**src/verilog/sbus_irq_pkg.sv**
```systemverilog
package sbus_irq_pkg;

   // ----------------------------------------------------------------------
   // widths
   // ----------------------------------------------------------------------
   localparam int NUM_FLAGS = 12;
   localparam int CNT_W     = 8;
   localparam int ADR_W     = 4;

   // ----------------------------------------------------------------------
   // register byte offsets
   // ----------------------------------------------------------------------
   localparam logic [3:0] ENABLE_OFS = 4'h0;
   localparam logic [3:0] FLAGS_OFS  = 4'h4;
   localparam logic [3:0] LINES_OFS  = 4'h8;

   // ----------------------------------------------------------------------
   // reset values
   // ----------------------------------------------------------------------
   localparam logic [NUM_FLAGS-1:0] ENABLE_RST = 12'h000;
   localparam logic [NUM_FLAGS-1:0] FLAGS_RST  = 12'h000;

   // ----------------------------------------------------------------------
   // flag bit positions
   // ----------------------------------------------------------------------
   localparam int TIMING_BIT   = 0;
   localparam int PARITY_BIT   = 1;
   localparam int NACK_BIT     = 2;
   localparam int UNDERRUN_BIT = 3;
   localparam int OVERRUN_BIT  = 4;
   localparam int WRITE_BIT    = 5;
   localparam int START_BIT    = 6;
   localparam int STATUS_BIT   = 7;
   localparam int ENDCOMM_BIT  = 8;
   localparam int ENDFRAME_BIT = 9;
   localparam int TXREQ_BIT    = 10;
   localparam int RXREQ_BIT    = 11;

   // ----------------------------------------------------------------------
   // line status bit positions
   // ----------------------------------------------------------------------
   localparam int DATA_LINE_BIT  = 0;
   localparam int ERR_LINE_BIT   = 1;
   localparam int STAT_LINE_BIT  = 2;
   localparam int COMB_LINE_BIT  = 3;
   localparam int COMM_ERR_BIT   = 4;

   // ----------------------------------------------------------------------
   // frame field currently on the bus
   // ----------------------------------------------------------------------
   typedef enum logic [2:0] {
      field_idle,
      field_address,
      field_control,
      field_length,
      field_data
   } field_t;

   // ----------------------------------------------------------------------
   // event carrier from the protocol engine
   // ----------------------------------------------------------------------
   typedef struct packed {
      field_t             field;
      logic               is_master;
      logic               is_rx;
      logic               is_tx;
      logic               broadcast;
      logic               timing_bad;
      logic               parity_bad;
      logic               nack_seen;
      logic               underrun;
      logic               overrun;
      logic               write_clash;
      logic               addr_done;
      logic               arb_lost;
      logic               master_req;
      logic               slave_selected;
      logic               ctrl_done;
      logic               nack_in_ctrl;
      logic               tx_load;
      logic               tx_last;
      logic               rx_byte_done;
      logic               rx_byte_err;
      logic [CNT_W-1:0]   remaining_cnt;
      logic [CNT_W-1:0]   frame_cnt;
   } evt_t;

   // ----------------------------------------------------------------------
   // request lines toward interrupt and dma controllers
   // ----------------------------------------------------------------------
   typedef struct packed {
      logic data_request_irq;
      logic error_irq;
      logic status_irq;
      logic combined_event_irq;
      logic dma_tx_req;
      logic dma_rx_req;
   } req_t;

endpackage : sbus_irq_pkg

```
**src/verilog/sticky_bits.sv**
```systemverilog
`timescale 1ns/1ps
module sticky_bits #(
   parameter int W = 12
) (
   // clock and reset
   input  wire logic         clk_i,
   input  wire logic         rst_i,
   // set and clear
   input  wire logic [W-1:0] set_i,
   input  wire logic [W-1:0] clr_i,
   // stored bits
   output logic      [W-1:0] q_o
);

   // ----------------------------------------------------------------------
   // set has priority so a same-cycle event survives a clear
   // ----------------------------------------------------------------------
   always_ff @(posedge clk_i) begin
      if (rst_i) begin
         q_o <= '0;
      end else begin
         q_o <= (q_o & ~clr_i) | set_i;
      end
   end

endmodule : sticky_bits

```
**src/verilog/serial_bus_interrupt_sources.sv**
```systemverilog
// Function
// - comm error flag is the OR of the six error sources
// - parity in non-data individual or any broadcast field; nack in non-data individual field
// - master losing arbitration with pending request always raises start
// - slave raises start only when it is the selected slave
// - slave raises status flag in control field regardless of enable
// - nack returned in control field also raises status flag
// - remaining counter reaching zero in data field sets end of comm
// - frame counter reaching zero in data field sets end of frame
// - transmit write request after byte moves to shift register
// - no transmit write request when last byte moves
// - receive read request only after error-free data byte
// - requests drive both interrupt lines and dma triggers
// - data request line is OR of transmit and receive requests
// - error line is OR of the six error sources
// - status line is OR of start, status, end comm, end frame
// - combined line is OR of status line and error line
`timescale 1ns/1ps
module serial_bus_interrupt_sources #(
   parameter int CNT_W = sbus_irq_pkg::CNT_W
) (
   // clock and reset
   input  wire logic                  clk_i,
   input  wire logic                  rst_i,
   // wishbone slave
   input  wire logic                  cyc_i,
   input  wire logic                  stb_i,
   input  wire logic                  we_i,
   input  wire logic [3:0]            adr_i,
   input  wire logic [3:0]            sel_i,
   input  wire logic [31:0]           dat_i,
   output logic      [31:0]           dat_o,
   output logic                       ack_o,
   // protocol engine events
   input  wire sbus_irq_pkg::evt_t    evt_i,
   // dma acknowledges
   input  wire logic                  dma_tx_ack_i,
   input  wire logic                  dma_rx_ack_i,
   // request lines
   output sbus_irq_pkg::req_t         req_o,
   output logic                       comm_error_flag_o
);

   localparam int NF = sbus_irq_pkg::NUM_FLAGS;

   // ----------------------------------------------------------------------
   // state
   // ----------------------------------------------------------------------
   logic [NF-1:0]    enable_reg;
   logic [NF-1:0]    flags_q;
   logic [NF-1:0]    set_c;
   logic [NF-1:0]    clr_c;
   logic [NF-1:0]    live_c;
   logic [CNT_W-1:0] remain_prev_reg;
   logic [CNT_W-1:0] frame_prev_reg;
   logic             in_data_c;
   logic             err_any_c;
   logic             stat_any_c;
   logic             data_any_c;
   logic             wr_c;
   logic             rd_c;

   // ----------------------------------------------------------------------
   // bus decode
   // ----------------------------------------------------------------------
   function automatic logic hit(input logic [3:0] a,
                                input logic [3:0] ofs);
      hit = (a == ofs);
   endfunction : hit

   assign wr_c = cyc_i && stb_i && we_i && !ack_o && sel_i[0] && sel_i[1];
   assign rd_c = cyc_i && stb_i && !we_i && !ack_o;

   // ----------------------------------------------------------------------
   // event qualification
   // ----------------------------------------------------------------------
   assign in_data_c = (evt_i.field == sbus_irq_pkg::field_data);

   always_comb begin
      set_c = '0;
      set_c[sbus_irq_pkg::TIMING_BIT] = evt_i.timing_bad;
      set_c[sbus_irq_pkg::PARITY_BIT] = evt_i.is_rx && evt_i.parity_bad &&
         (evt_i.broadcast || !in_data_c);
      set_c[sbus_irq_pkg::NACK_BIT] = evt_i.nack_seen && !in_data_c &&
         !evt_i.broadcast;
      set_c[sbus_irq_pkg::UNDERRUN_BIT] = evt_i.is_tx && in_data_c &&
         evt_i.underrun;
      set_c[sbus_irq_pkg::WRITE_BIT] = evt_i.is_tx && in_data_c &&
         evt_i.write_clash;
      set_c[sbus_irq_pkg::OVERRUN_BIT] = evt_i.is_rx && in_data_c &&
         evt_i.broadcast && evt_i.overrun;
      set_c[sbus_irq_pkg::START_BIT] = evt_i.addr_done &&
         ((evt_i.is_master && evt_i.arb_lost && evt_i.master_req) ||
          (evt_i.is_master && !evt_i.arb_lost) ||
          (!evt_i.is_master && evt_i.slave_selected));
      set_c[sbus_irq_pkg::STATUS_BIT] = evt_i.nack_in_ctrl ||
         (!evt_i.is_master && evt_i.ctrl_done);
      set_c[sbus_irq_pkg::ENDCOMM_BIT] = in_data_c &&
         (evt_i.remaining_cnt == '0) && (remain_prev_reg != '0);
      set_c[sbus_irq_pkg::ENDFRAME_BIT] = in_data_c &&
         (evt_i.frame_cnt == '0) && (frame_prev_reg != '0);
      set_c[sbus_irq_pkg::TXREQ_BIT] = evt_i.is_tx && in_data_c &&
         evt_i.tx_load && !evt_i.tx_last;
      set_c[sbus_irq_pkg::RXREQ_BIT] = evt_i.is_rx && in_data_c &&
         evt_i.rx_byte_done && !evt_i.rx_byte_err;
   end

   // counters seen one cycle back to catch the step to zero
   always_ff @(posedge clk_i) begin
      if (rst_i) begin
         remain_prev_reg <= '0;
         frame_prev_reg  <= '0;
      end else begin
         remain_prev_reg <= evt_i.remaining_cnt;
         frame_prev_reg  <= evt_i.frame_cnt;
      end
   end

   // ----------------------------------------------------------------------
   // sticky flags, cleared by write-one or dma acknowledge
   // ----------------------------------------------------------------------
   always_comb begin
      clr_c = '0;
      if (wr_c && hit(adr_i, sbus_irq_pkg::FLAGS_OFS)) begin
         clr_c = dat_i[NF-1:0];
      end
      clr_c[sbus_irq_pkg::TXREQ_BIT] = clr_c[sbus_irq_pkg::TXREQ_BIT] ||
         dma_tx_ack_i;
      clr_c[sbus_irq_pkg::RXREQ_BIT] = clr_c[sbus_irq_pkg::RXREQ_BIT] ||
         dma_rx_ack_i;
   end

   sticky_bits #(
      .W     (NF)
   ) u_flags (
      .clk_i (clk_i),
      .rst_i (rst_i),
      .set_i (set_c),
      .clr_i (clr_c),
      .q_o   (flags_q)
   );

   // ----------------------------------------------------------------------
   // enable register
   // ----------------------------------------------------------------------
   always_ff @(posedge clk_i) begin
      if (rst_i) begin
         enable_reg <= sbus_irq_pkg::ENABLE_RST;
      end else if (wr_c && hit(adr_i, sbus_irq_pkg::ENABLE_OFS)) begin
         enable_reg <= dat_i[NF-1:0];
      end
   end

   // ----------------------------------------------------------------------
   // line combining
   // ----------------------------------------------------------------------
   // masking before the OR keeps a disabled source from waking the cpu
   assign live_c     = flags_q & enable_reg;
   assign err_any_c  = |live_c[sbus_irq_pkg::WRITE_BIT:0];
   assign stat_any_c = |live_c[sbus_irq_pkg::ENDFRAME_BIT:
                               sbus_irq_pkg::START_BIT];
   assign data_any_c = live_c[sbus_irq_pkg::TXREQ_BIT] ||
                       live_c[sbus_irq_pkg::RXREQ_BIT];

   // one cycle of latency buys glitch-free registered lines
   always_ff @(posedge clk_i) begin
      if (rst_i) begin
         req_o             <= '0;
         comm_error_flag_o <= 1'b0;
      end else begin
         req_o.data_request_irq   <= data_any_c;
         req_o.error_irq          <= err_any_c;
         req_o.status_irq         <= stat_any_c;
         req_o.combined_event_irq <= stat_any_c || err_any_c;
         req_o.dma_tx_req <= live_c[sbus_irq_pkg::TXREQ_BIT];
         req_o.dma_rx_req <= live_c[sbus_irq_pkg::RXREQ_BIT];
         comm_error_flag_o <=
            |flags_q[sbus_irq_pkg::WRITE_BIT:0];
      end
   end

   // ----------------------------------------------------------------------
   // wishbone answer
   // ----------------------------------------------------------------------
   always_ff @(posedge clk_i) begin
      if (rst_i) begin
         ack_o <= 1'b0;
      end else begin
         ack_o <= cyc_i && stb_i && !ack_o;
      end
   end

   always_ff @(posedge clk_i) begin
      if (rst_i) begin
         dat_o <= 32'h0000_0000;
      end else if (rd_c) begin
         dat_o <= 32'h0000_0000;
         case (adr_i)
            sbus_irq_pkg::ENABLE_OFS: dat_o[NF-1:0] <= enable_reg;
            sbus_irq_pkg::FLAGS_OFS:  dat_o[NF-1:0] <= flags_q;
            sbus_irq_pkg::LINES_OFS: begin
               dat_o[sbus_irq_pkg::DATA_LINE_BIT] <= req_o.data_request_irq;
               dat_o[sbus_irq_pkg::ERR_LINE_BIT]  <= req_o.error_irq;
               dat_o[sbus_irq_pkg::STAT_LINE_BIT] <= req_o.status_irq;
               dat_o[sbus_irq_pkg::COMB_LINE_BIT] <=
                  req_o.combined_event_irq;
               dat_o[sbus_irq_pkg::COMM_ERR_BIT]  <= comm_error_flag_o;
            end
            default: dat_o <= 32'h0000_0000;
         endcase
      end
   end
endmodule : serial_bus_interrupt_sources

```
**config.mk**
```make
export PLATFORM = sky130hd
export DESIGN_NAME = serial_bus_interrupt_sources
export DESIGN_NICKNAME = d
export VERILOG_FILES = /design/src/verilog/sbus_irq_pkg.sv /design/src/verilog/sticky_bits.sv /design/src/verilog/serial_bus_interrupt_sources.sv
export SDC_FILE = /design/constraint.sdc
export NUM_CORES = 1
export LEC_CHECK = 0
export BUFFER_PORTS_ARGS = -buffer_cell sky130_fd_sc_hd__buf_2
export CAP_MARGIN = 10
export CORE_MARGIN = 2
export CORE_UTILIZATION = 48
export CTS_BUF_LIST = sky130_fd_sc_hd__clkbuf_2 sky130_fd_sc_hd__clkbuf_4 sky130_fd_sc_hd__clkbuf_8
export CTS_CLUSTER_SIZE = 20
export DETAILED_ROUTE_END_ITERATION = 16
export GPL_TIMING_DRIVEN = 0
export HOLD_SLACK_MARGIN = 0.15
export PLACE_DENSITY_LB_ADDON = 0.05
export REMOVE_ABC_BUFFERS = 1
export SYNTH_ARGS = -nofsm -noshare
export SYNTH_HDL_FRONTEND = slang
export SYNTH_SLANG_ARGS = --single-unit
```
**constraint.sdc**
```tcl
create_clock -name clk_i -period 1.9 [get_ports clk_i]
set_input_delay 0.38 -clock clk_i [delete_from_list [all_inputs] [get_ports clk_i]]
set_output_delay 0.38 -clock clk_i [all_outputs]
set_load 0.005 [all_outputs]
```
Word level (Yosys, flattened, before mapping)
Cells that the tools add are included.
{ "word_totals": {"reg_bits": 60, "in_bits": 86, "out_inout_bits": 40, "elab_cells": 81} }
{ "op_classes": {"n_eq_ne": 3, "muxes": 3, "bitwise_logic": 4, "n_reduce_logical": 58} }
{ "op_table": {"columns": ["operator", "n"], "rows": [
  ["logical AND 1 bit", 34],
  ["AND 12 bit", 2],
  ["zero test 8 bit", 2],
  ["nonzero test 8 bit", 2],
  ["case mux 5 bit (3 select lines)", 1],
  ["case mux 7 bit (2 select lines)", 1],
  ["two-way mux 12 bit", 1],
  ["NOT 12 bit", 1],
  ["bitwise OR 12 bit", 1],
  ["OR reduction 6 bit", 2],
  ["zero test 1 bit", 8],
  ["logical OR 1 bit", 8],
  ["== test 4 x 3 -> 1 bit (second input constant)", 1],
  ["== test 4 bit (second input constant)", 1],
  ["zero test 4 bit", 1],
  ["OR reduction 4 bit", 1],
  ["== test 3 bit (second input constant)", 1]
]} }

Depth between registers and ports, before layout
{ "depth": {"word_depth": 11, "ltp_mapped": 6, "depth_no_buf": 3} }

Hierarchy
Synthesis repeated with hierarchy kept, for this count alone.
{ "unflattened": {"hier_cells": 294, "hier_area_um2": 2763.9} }
{ "modules_own_cells": {"columns": ["module", "n_inst", "cells_per_inst", "area_each_um2", "seq_area_each_um2"], "rows": [
  ["serial_bus_interrupt_sources", 1, 245, 2294.7, 960.9],
  ["sticky_bits", 1, 49, 469.2, 240.2]
]} }

Worst setup path before layout
No wires, ideal clock.
{ "synth_timing": {"path_type": "input port to flip-flop", "from": "input port adr_i[2]", "to": "register enable_reg[10]", "setup_time_ns": 0.116, "arrival_ns": 1.411, "required_time_ns": 1.784, "setup_slack_ns": 0.373, "cell_stages": 6, "n_path_buf": 3, "cell_sequence": "buf_4 -> nor4_2 -> buf_4 -> buf_6 -> a311oi_1 -> a31o_2"} }
{ "synth_via": {"elab_chain_len": 2} }
{ "synth_lines": {"columns": ["item", "line_no", "source"], "rows": [
  ["start, declared", "serial_bus_interrupt_sources.sv:29", "input wire logic [3:0] adr_i,"],
  ["zero test 4 bit", "serial_bus_interrupt_sources.sv:68", "hit = (a == ofs);"],
  ["logical AND 1 bit", "serial_bus_interrupt_sources.sv:149", "end else if (wr_c && hit(adr_i, sbus_irq_pkg::ENABLE_OFS)) begin"],
  ["end signal, assigned", "serial_bus_interrupt_sources.sv:148", "enable_reg <= sbus_irq_pkg::ENABLE_RST;"],
  ["end signal, assigned", "serial_bus_interrupt_sources.sv:150", "enable_reg <= dat_i[NF-1:0];"],
  ["end, declared", "serial_bus_interrupt_sources.sv:49", "logic [NF-1:0] enable_reg;"]
]} }
No other way between the ends.
A chain may end at the register's enable or synchronous reset.

Worst setup path in the final report
{ "layout_timing": {"from": "input port we_i", "to": "register enable_reg[8]"} }
{ "layout_via": {"elab_chain_len": 5} }
{ "layout_lines": {"columns": ["item", "line_no", "source"], "rows": [
  ["start, declared", "serial_bus_interrupt_sources.sv:28", "input wire logic we_i,"],
  ["logical AND 1 bit (4 in a row)", "serial_bus_interrupt_sources.sv:71", "assign wr_c = cyc_i && stb_i && we_i && !ack_o && sel_i[0] && sel_i[1];"],
  ["logical AND 1 bit", "serial_bus_interrupt_sources.sv:149", null]
]} }
No other way between the ends.

==> summary.txt <==
Hold Path End -> u_flags.q_o[10]
Worst Setup Path Type -> input port to flop
CTS buffer count -> 9
Seq cells post-synth -> 60
Core Footprint -> 0.00547 mm2
Longest Clk Path Bufs -> 2
Sum Neg Setup Slack -> 0 ns
Peak VDD IR -> 0.473 mV
Core Util, Final -> 0.595
Status -> finished clean
Tot GR Track Use -> 0.206
Cts repair resizes -> 2
Met1 Use GR -> 0.268
Syn Inst Count -> 272
Routability Congestion -> 0.714
Ant diodes -> 0
Worst setup SP type -> input port
Area grow syn2layout -> 21.0%
# IOs -> 126
RSZ-0062 raised after global routing -> false
Initial Utilization -> 0.492
Worst Path Max Fanout -> 23
Cell variety after synth -> 51
Layout cell share with drive strength beyond 1 -> 0.351
Final setup vio count -> 0
Largest net degree at the start of global routing -> 51
Clock Latency Late Sink -> 0.33 ns
Site Rows -> 27
Fill count -> 496
H-tree lvl count -> 3
Grt ovf -> 0
Chip Width -> 78.9 um
Routed WL per cell -> 14.7 um
Slew @ Worst Pin -> 0.930 ns
Worst EP required -> 2.17 ns
Final WL -> 6.25 mm
Met3 Usage GRT -> 0.0455
Top_reg_cell synth -> dfxtp_1
Port bufs -> 83
Die Height -> 78.9 um
CTS hold repair buffers -> 0
Post-CTS setup buffers -> 0
Max-slew violation count -> 0
Endpoints failing hold -> 0
Syn_area_per_cell -> 9.89 um2
Die footprint -> 0.00622 mm2
Tmin final -> 1.78 ns
Initial DRT Pass Iterations -> 4
R2r endpoint -> enable_reg[8]
Reg clk slew, reported paths -> 0.07 ns
Clk_skew -> 0.0105 ns
Achievable Freq -> 562 MHz
Vias per inst -> 5.42
Vias -> 2304
# DRC -> 0
Fin crit share -> 0.937
Slew headroom -> 0.377
Max Cap Viol -> 0
Hold path depth -> 2
Placed wire-length estimate after detailed placement -> 4.33 mm
Detail Route Antenna Nets -> 0
Leakage -> 1.40 nW
Vias in the first global route -> 2102
DRT iter0 DRCs -> 124
Initial antenna violation count -> 0
First-pass GRT wire length -> 9.95 mm
CTS tree -> built
Busiest layer in global routing -> met2
Warning count from the yosys run -> 0
CP Capture Type -> flop
Met2 capacity usage during global routing -> 0.328
Seq/Total Area, Yosys -> 0.446
Post-synthesis async set-or-reset flop share -> 0
Nets@finish -> 434
Hold Path Origin -> dma_tx_ack_i
Worst R2R Path Depth -> 3
P per Cell Area -> 865 mW/mm2
Crit path DAT -> 2.05 ns
Num Clock Sinks -> 60
Root Driver -> clkbuf_8
Worst Hold Class -> input port to flop
R2r setup slk -> 0.16 ns
Mapped Area -> 0.00269 mm2
Post-synth EDFFs -> 0
Worst r2r src -> ack_o
## critical path: stages
cell	delay (ns)
buf_2	0.11
and3_1	0.72
and3_1	0.61
a31o_2	0.23
## kinds of logic (layout without fill, tap and decap cells)
| family | Yosys count | after routing | synth area share |
|---|---|---|---|
| compound gates | 69 | 69 | 0.214 |
| buf+inv | 58 | 120 | 0.123 |
| flops | 60 | 60 | 0.446 |
| mux | 5 | 5 | 0.0186 |
| other cells | 1 | 20 | 0.00139 |
| simple gates | 79 | 79 | 0.196 |
## worst max path at each step
stage             start            end  slack, ns  cells past startpoint
3_5_place_dp      rst_i       req_o[5]      -0.56                      4
6_report           we_i  enable_reg[8]       0.12                      4
5_1_grt            we_i  enable_reg[8]       0.01                      4
3_3_place_gp   adr_i[3]  enable_reg[6]      -1.03                      4
4_1_cts            we_i  enable_reg[8]       0.13                      4
2_1_floorplan  adr_i[3]  enable_reg[0]      -0.12                      3
## power by group
| part | leakage, nW | switching [mW] | total [mW] | internal, mW |
|---|---|---|---|---|
| clock | 0.116 | 0.478 | 1.26 | 0.782 |
| combinational | 0.795 | 0.136 | 0.240 | 0.105 |
| sequential | 0.490 | 0.0202 | 1.32 | 1.30 |
## layer usage
| layer | part of all wire | wire (um) | vias up |
|---|---|---|---|
| li1 | - | - | 1141 |
| met1 | 0.45 | 2790 | 1063 |
| met2 | 0.46 | 2890 | 91 |
| met3 | 0.077 | 483 | 9 |
| met4 | 0.015 | 96 | 0 |
| met5 | 0 | 0 | - |
## area by class of cell
cell class / instances / area, um2 / share of cell area
Multi-Input combinational cell: 173 / 1240 / 0.381
Sequential cell: 60 / 1200 / 0.369
Timing Repair Buffer: 85 / 434 / 0.133
Clock buffer: 11 / 145 / 0.0446
Tap cell: 72 / 90.1 / 0.0277
Clock inverter: 5 / 75.1 / 0.0231
Inverter: 19 / 71.3 / 0.0219
## synthesized netlist by cell type, drive strengths merged, types with 3 or more instances
master	n	area share
dfxtp	60	0.45
buf	29	0.081
inv	19	0.026
nor2b	17	0.040
a31o	15	0.049
a311oi	12	0.039
nor2	11	0.015
clkbuf	10	0.015
nor3	9	0.019
a221oi	7	0.023
nand4	6	0.014
nor4	6	0.016
a21oi	5	0.0093
a22o	5	0.016
a22oi	5	0.014
and3	5	0.012
mux2i	5	0.019
o2bb2ai	5	0.016
and4	4	0.014
o41ai	4	0.013
or4	4	0.011
a32o	3	0.011
nand2	3	0.0042
## through the flow
step	area, um2	power (mW)	instances	worst slack [ns]	hold slack [ns]
after floorplan	2500	1.44	252	-0.123	0.441
after global routing	3260	2.93	425	0.0128	0.235
after CTS	3260	2.84	425	0.134	0.218
final	3260	2.82	425	0.120	0.230
after global placement	3010	1.58	407	-1.03	0.458
after detailed placement	3030	1.59	409	-0.558	0.459
## cell usage in the layout (no fill, tap or decap), drive strengths merged, types with 4 or more instances in the layout
cell type,synthesis,routed
or4,4,4
nor3,9,9
a22o,5,5
o41ai,4,4
a31o,15,15
nor2,11,11
buf,29,85
conb,1,20
nor2b,17,17
and3,5,5
a311oi,12,12
a22oi,5,5
a221oi,7,7
nand4,6,6
and4,4,4
nor4,6,6
mux2i,5,5
clkbuf,10,11
dfxtp,60,60
o2bb2ai,5,5
a21oi,5,5
inv,19,19
Power figures use the tool's default switching activity.
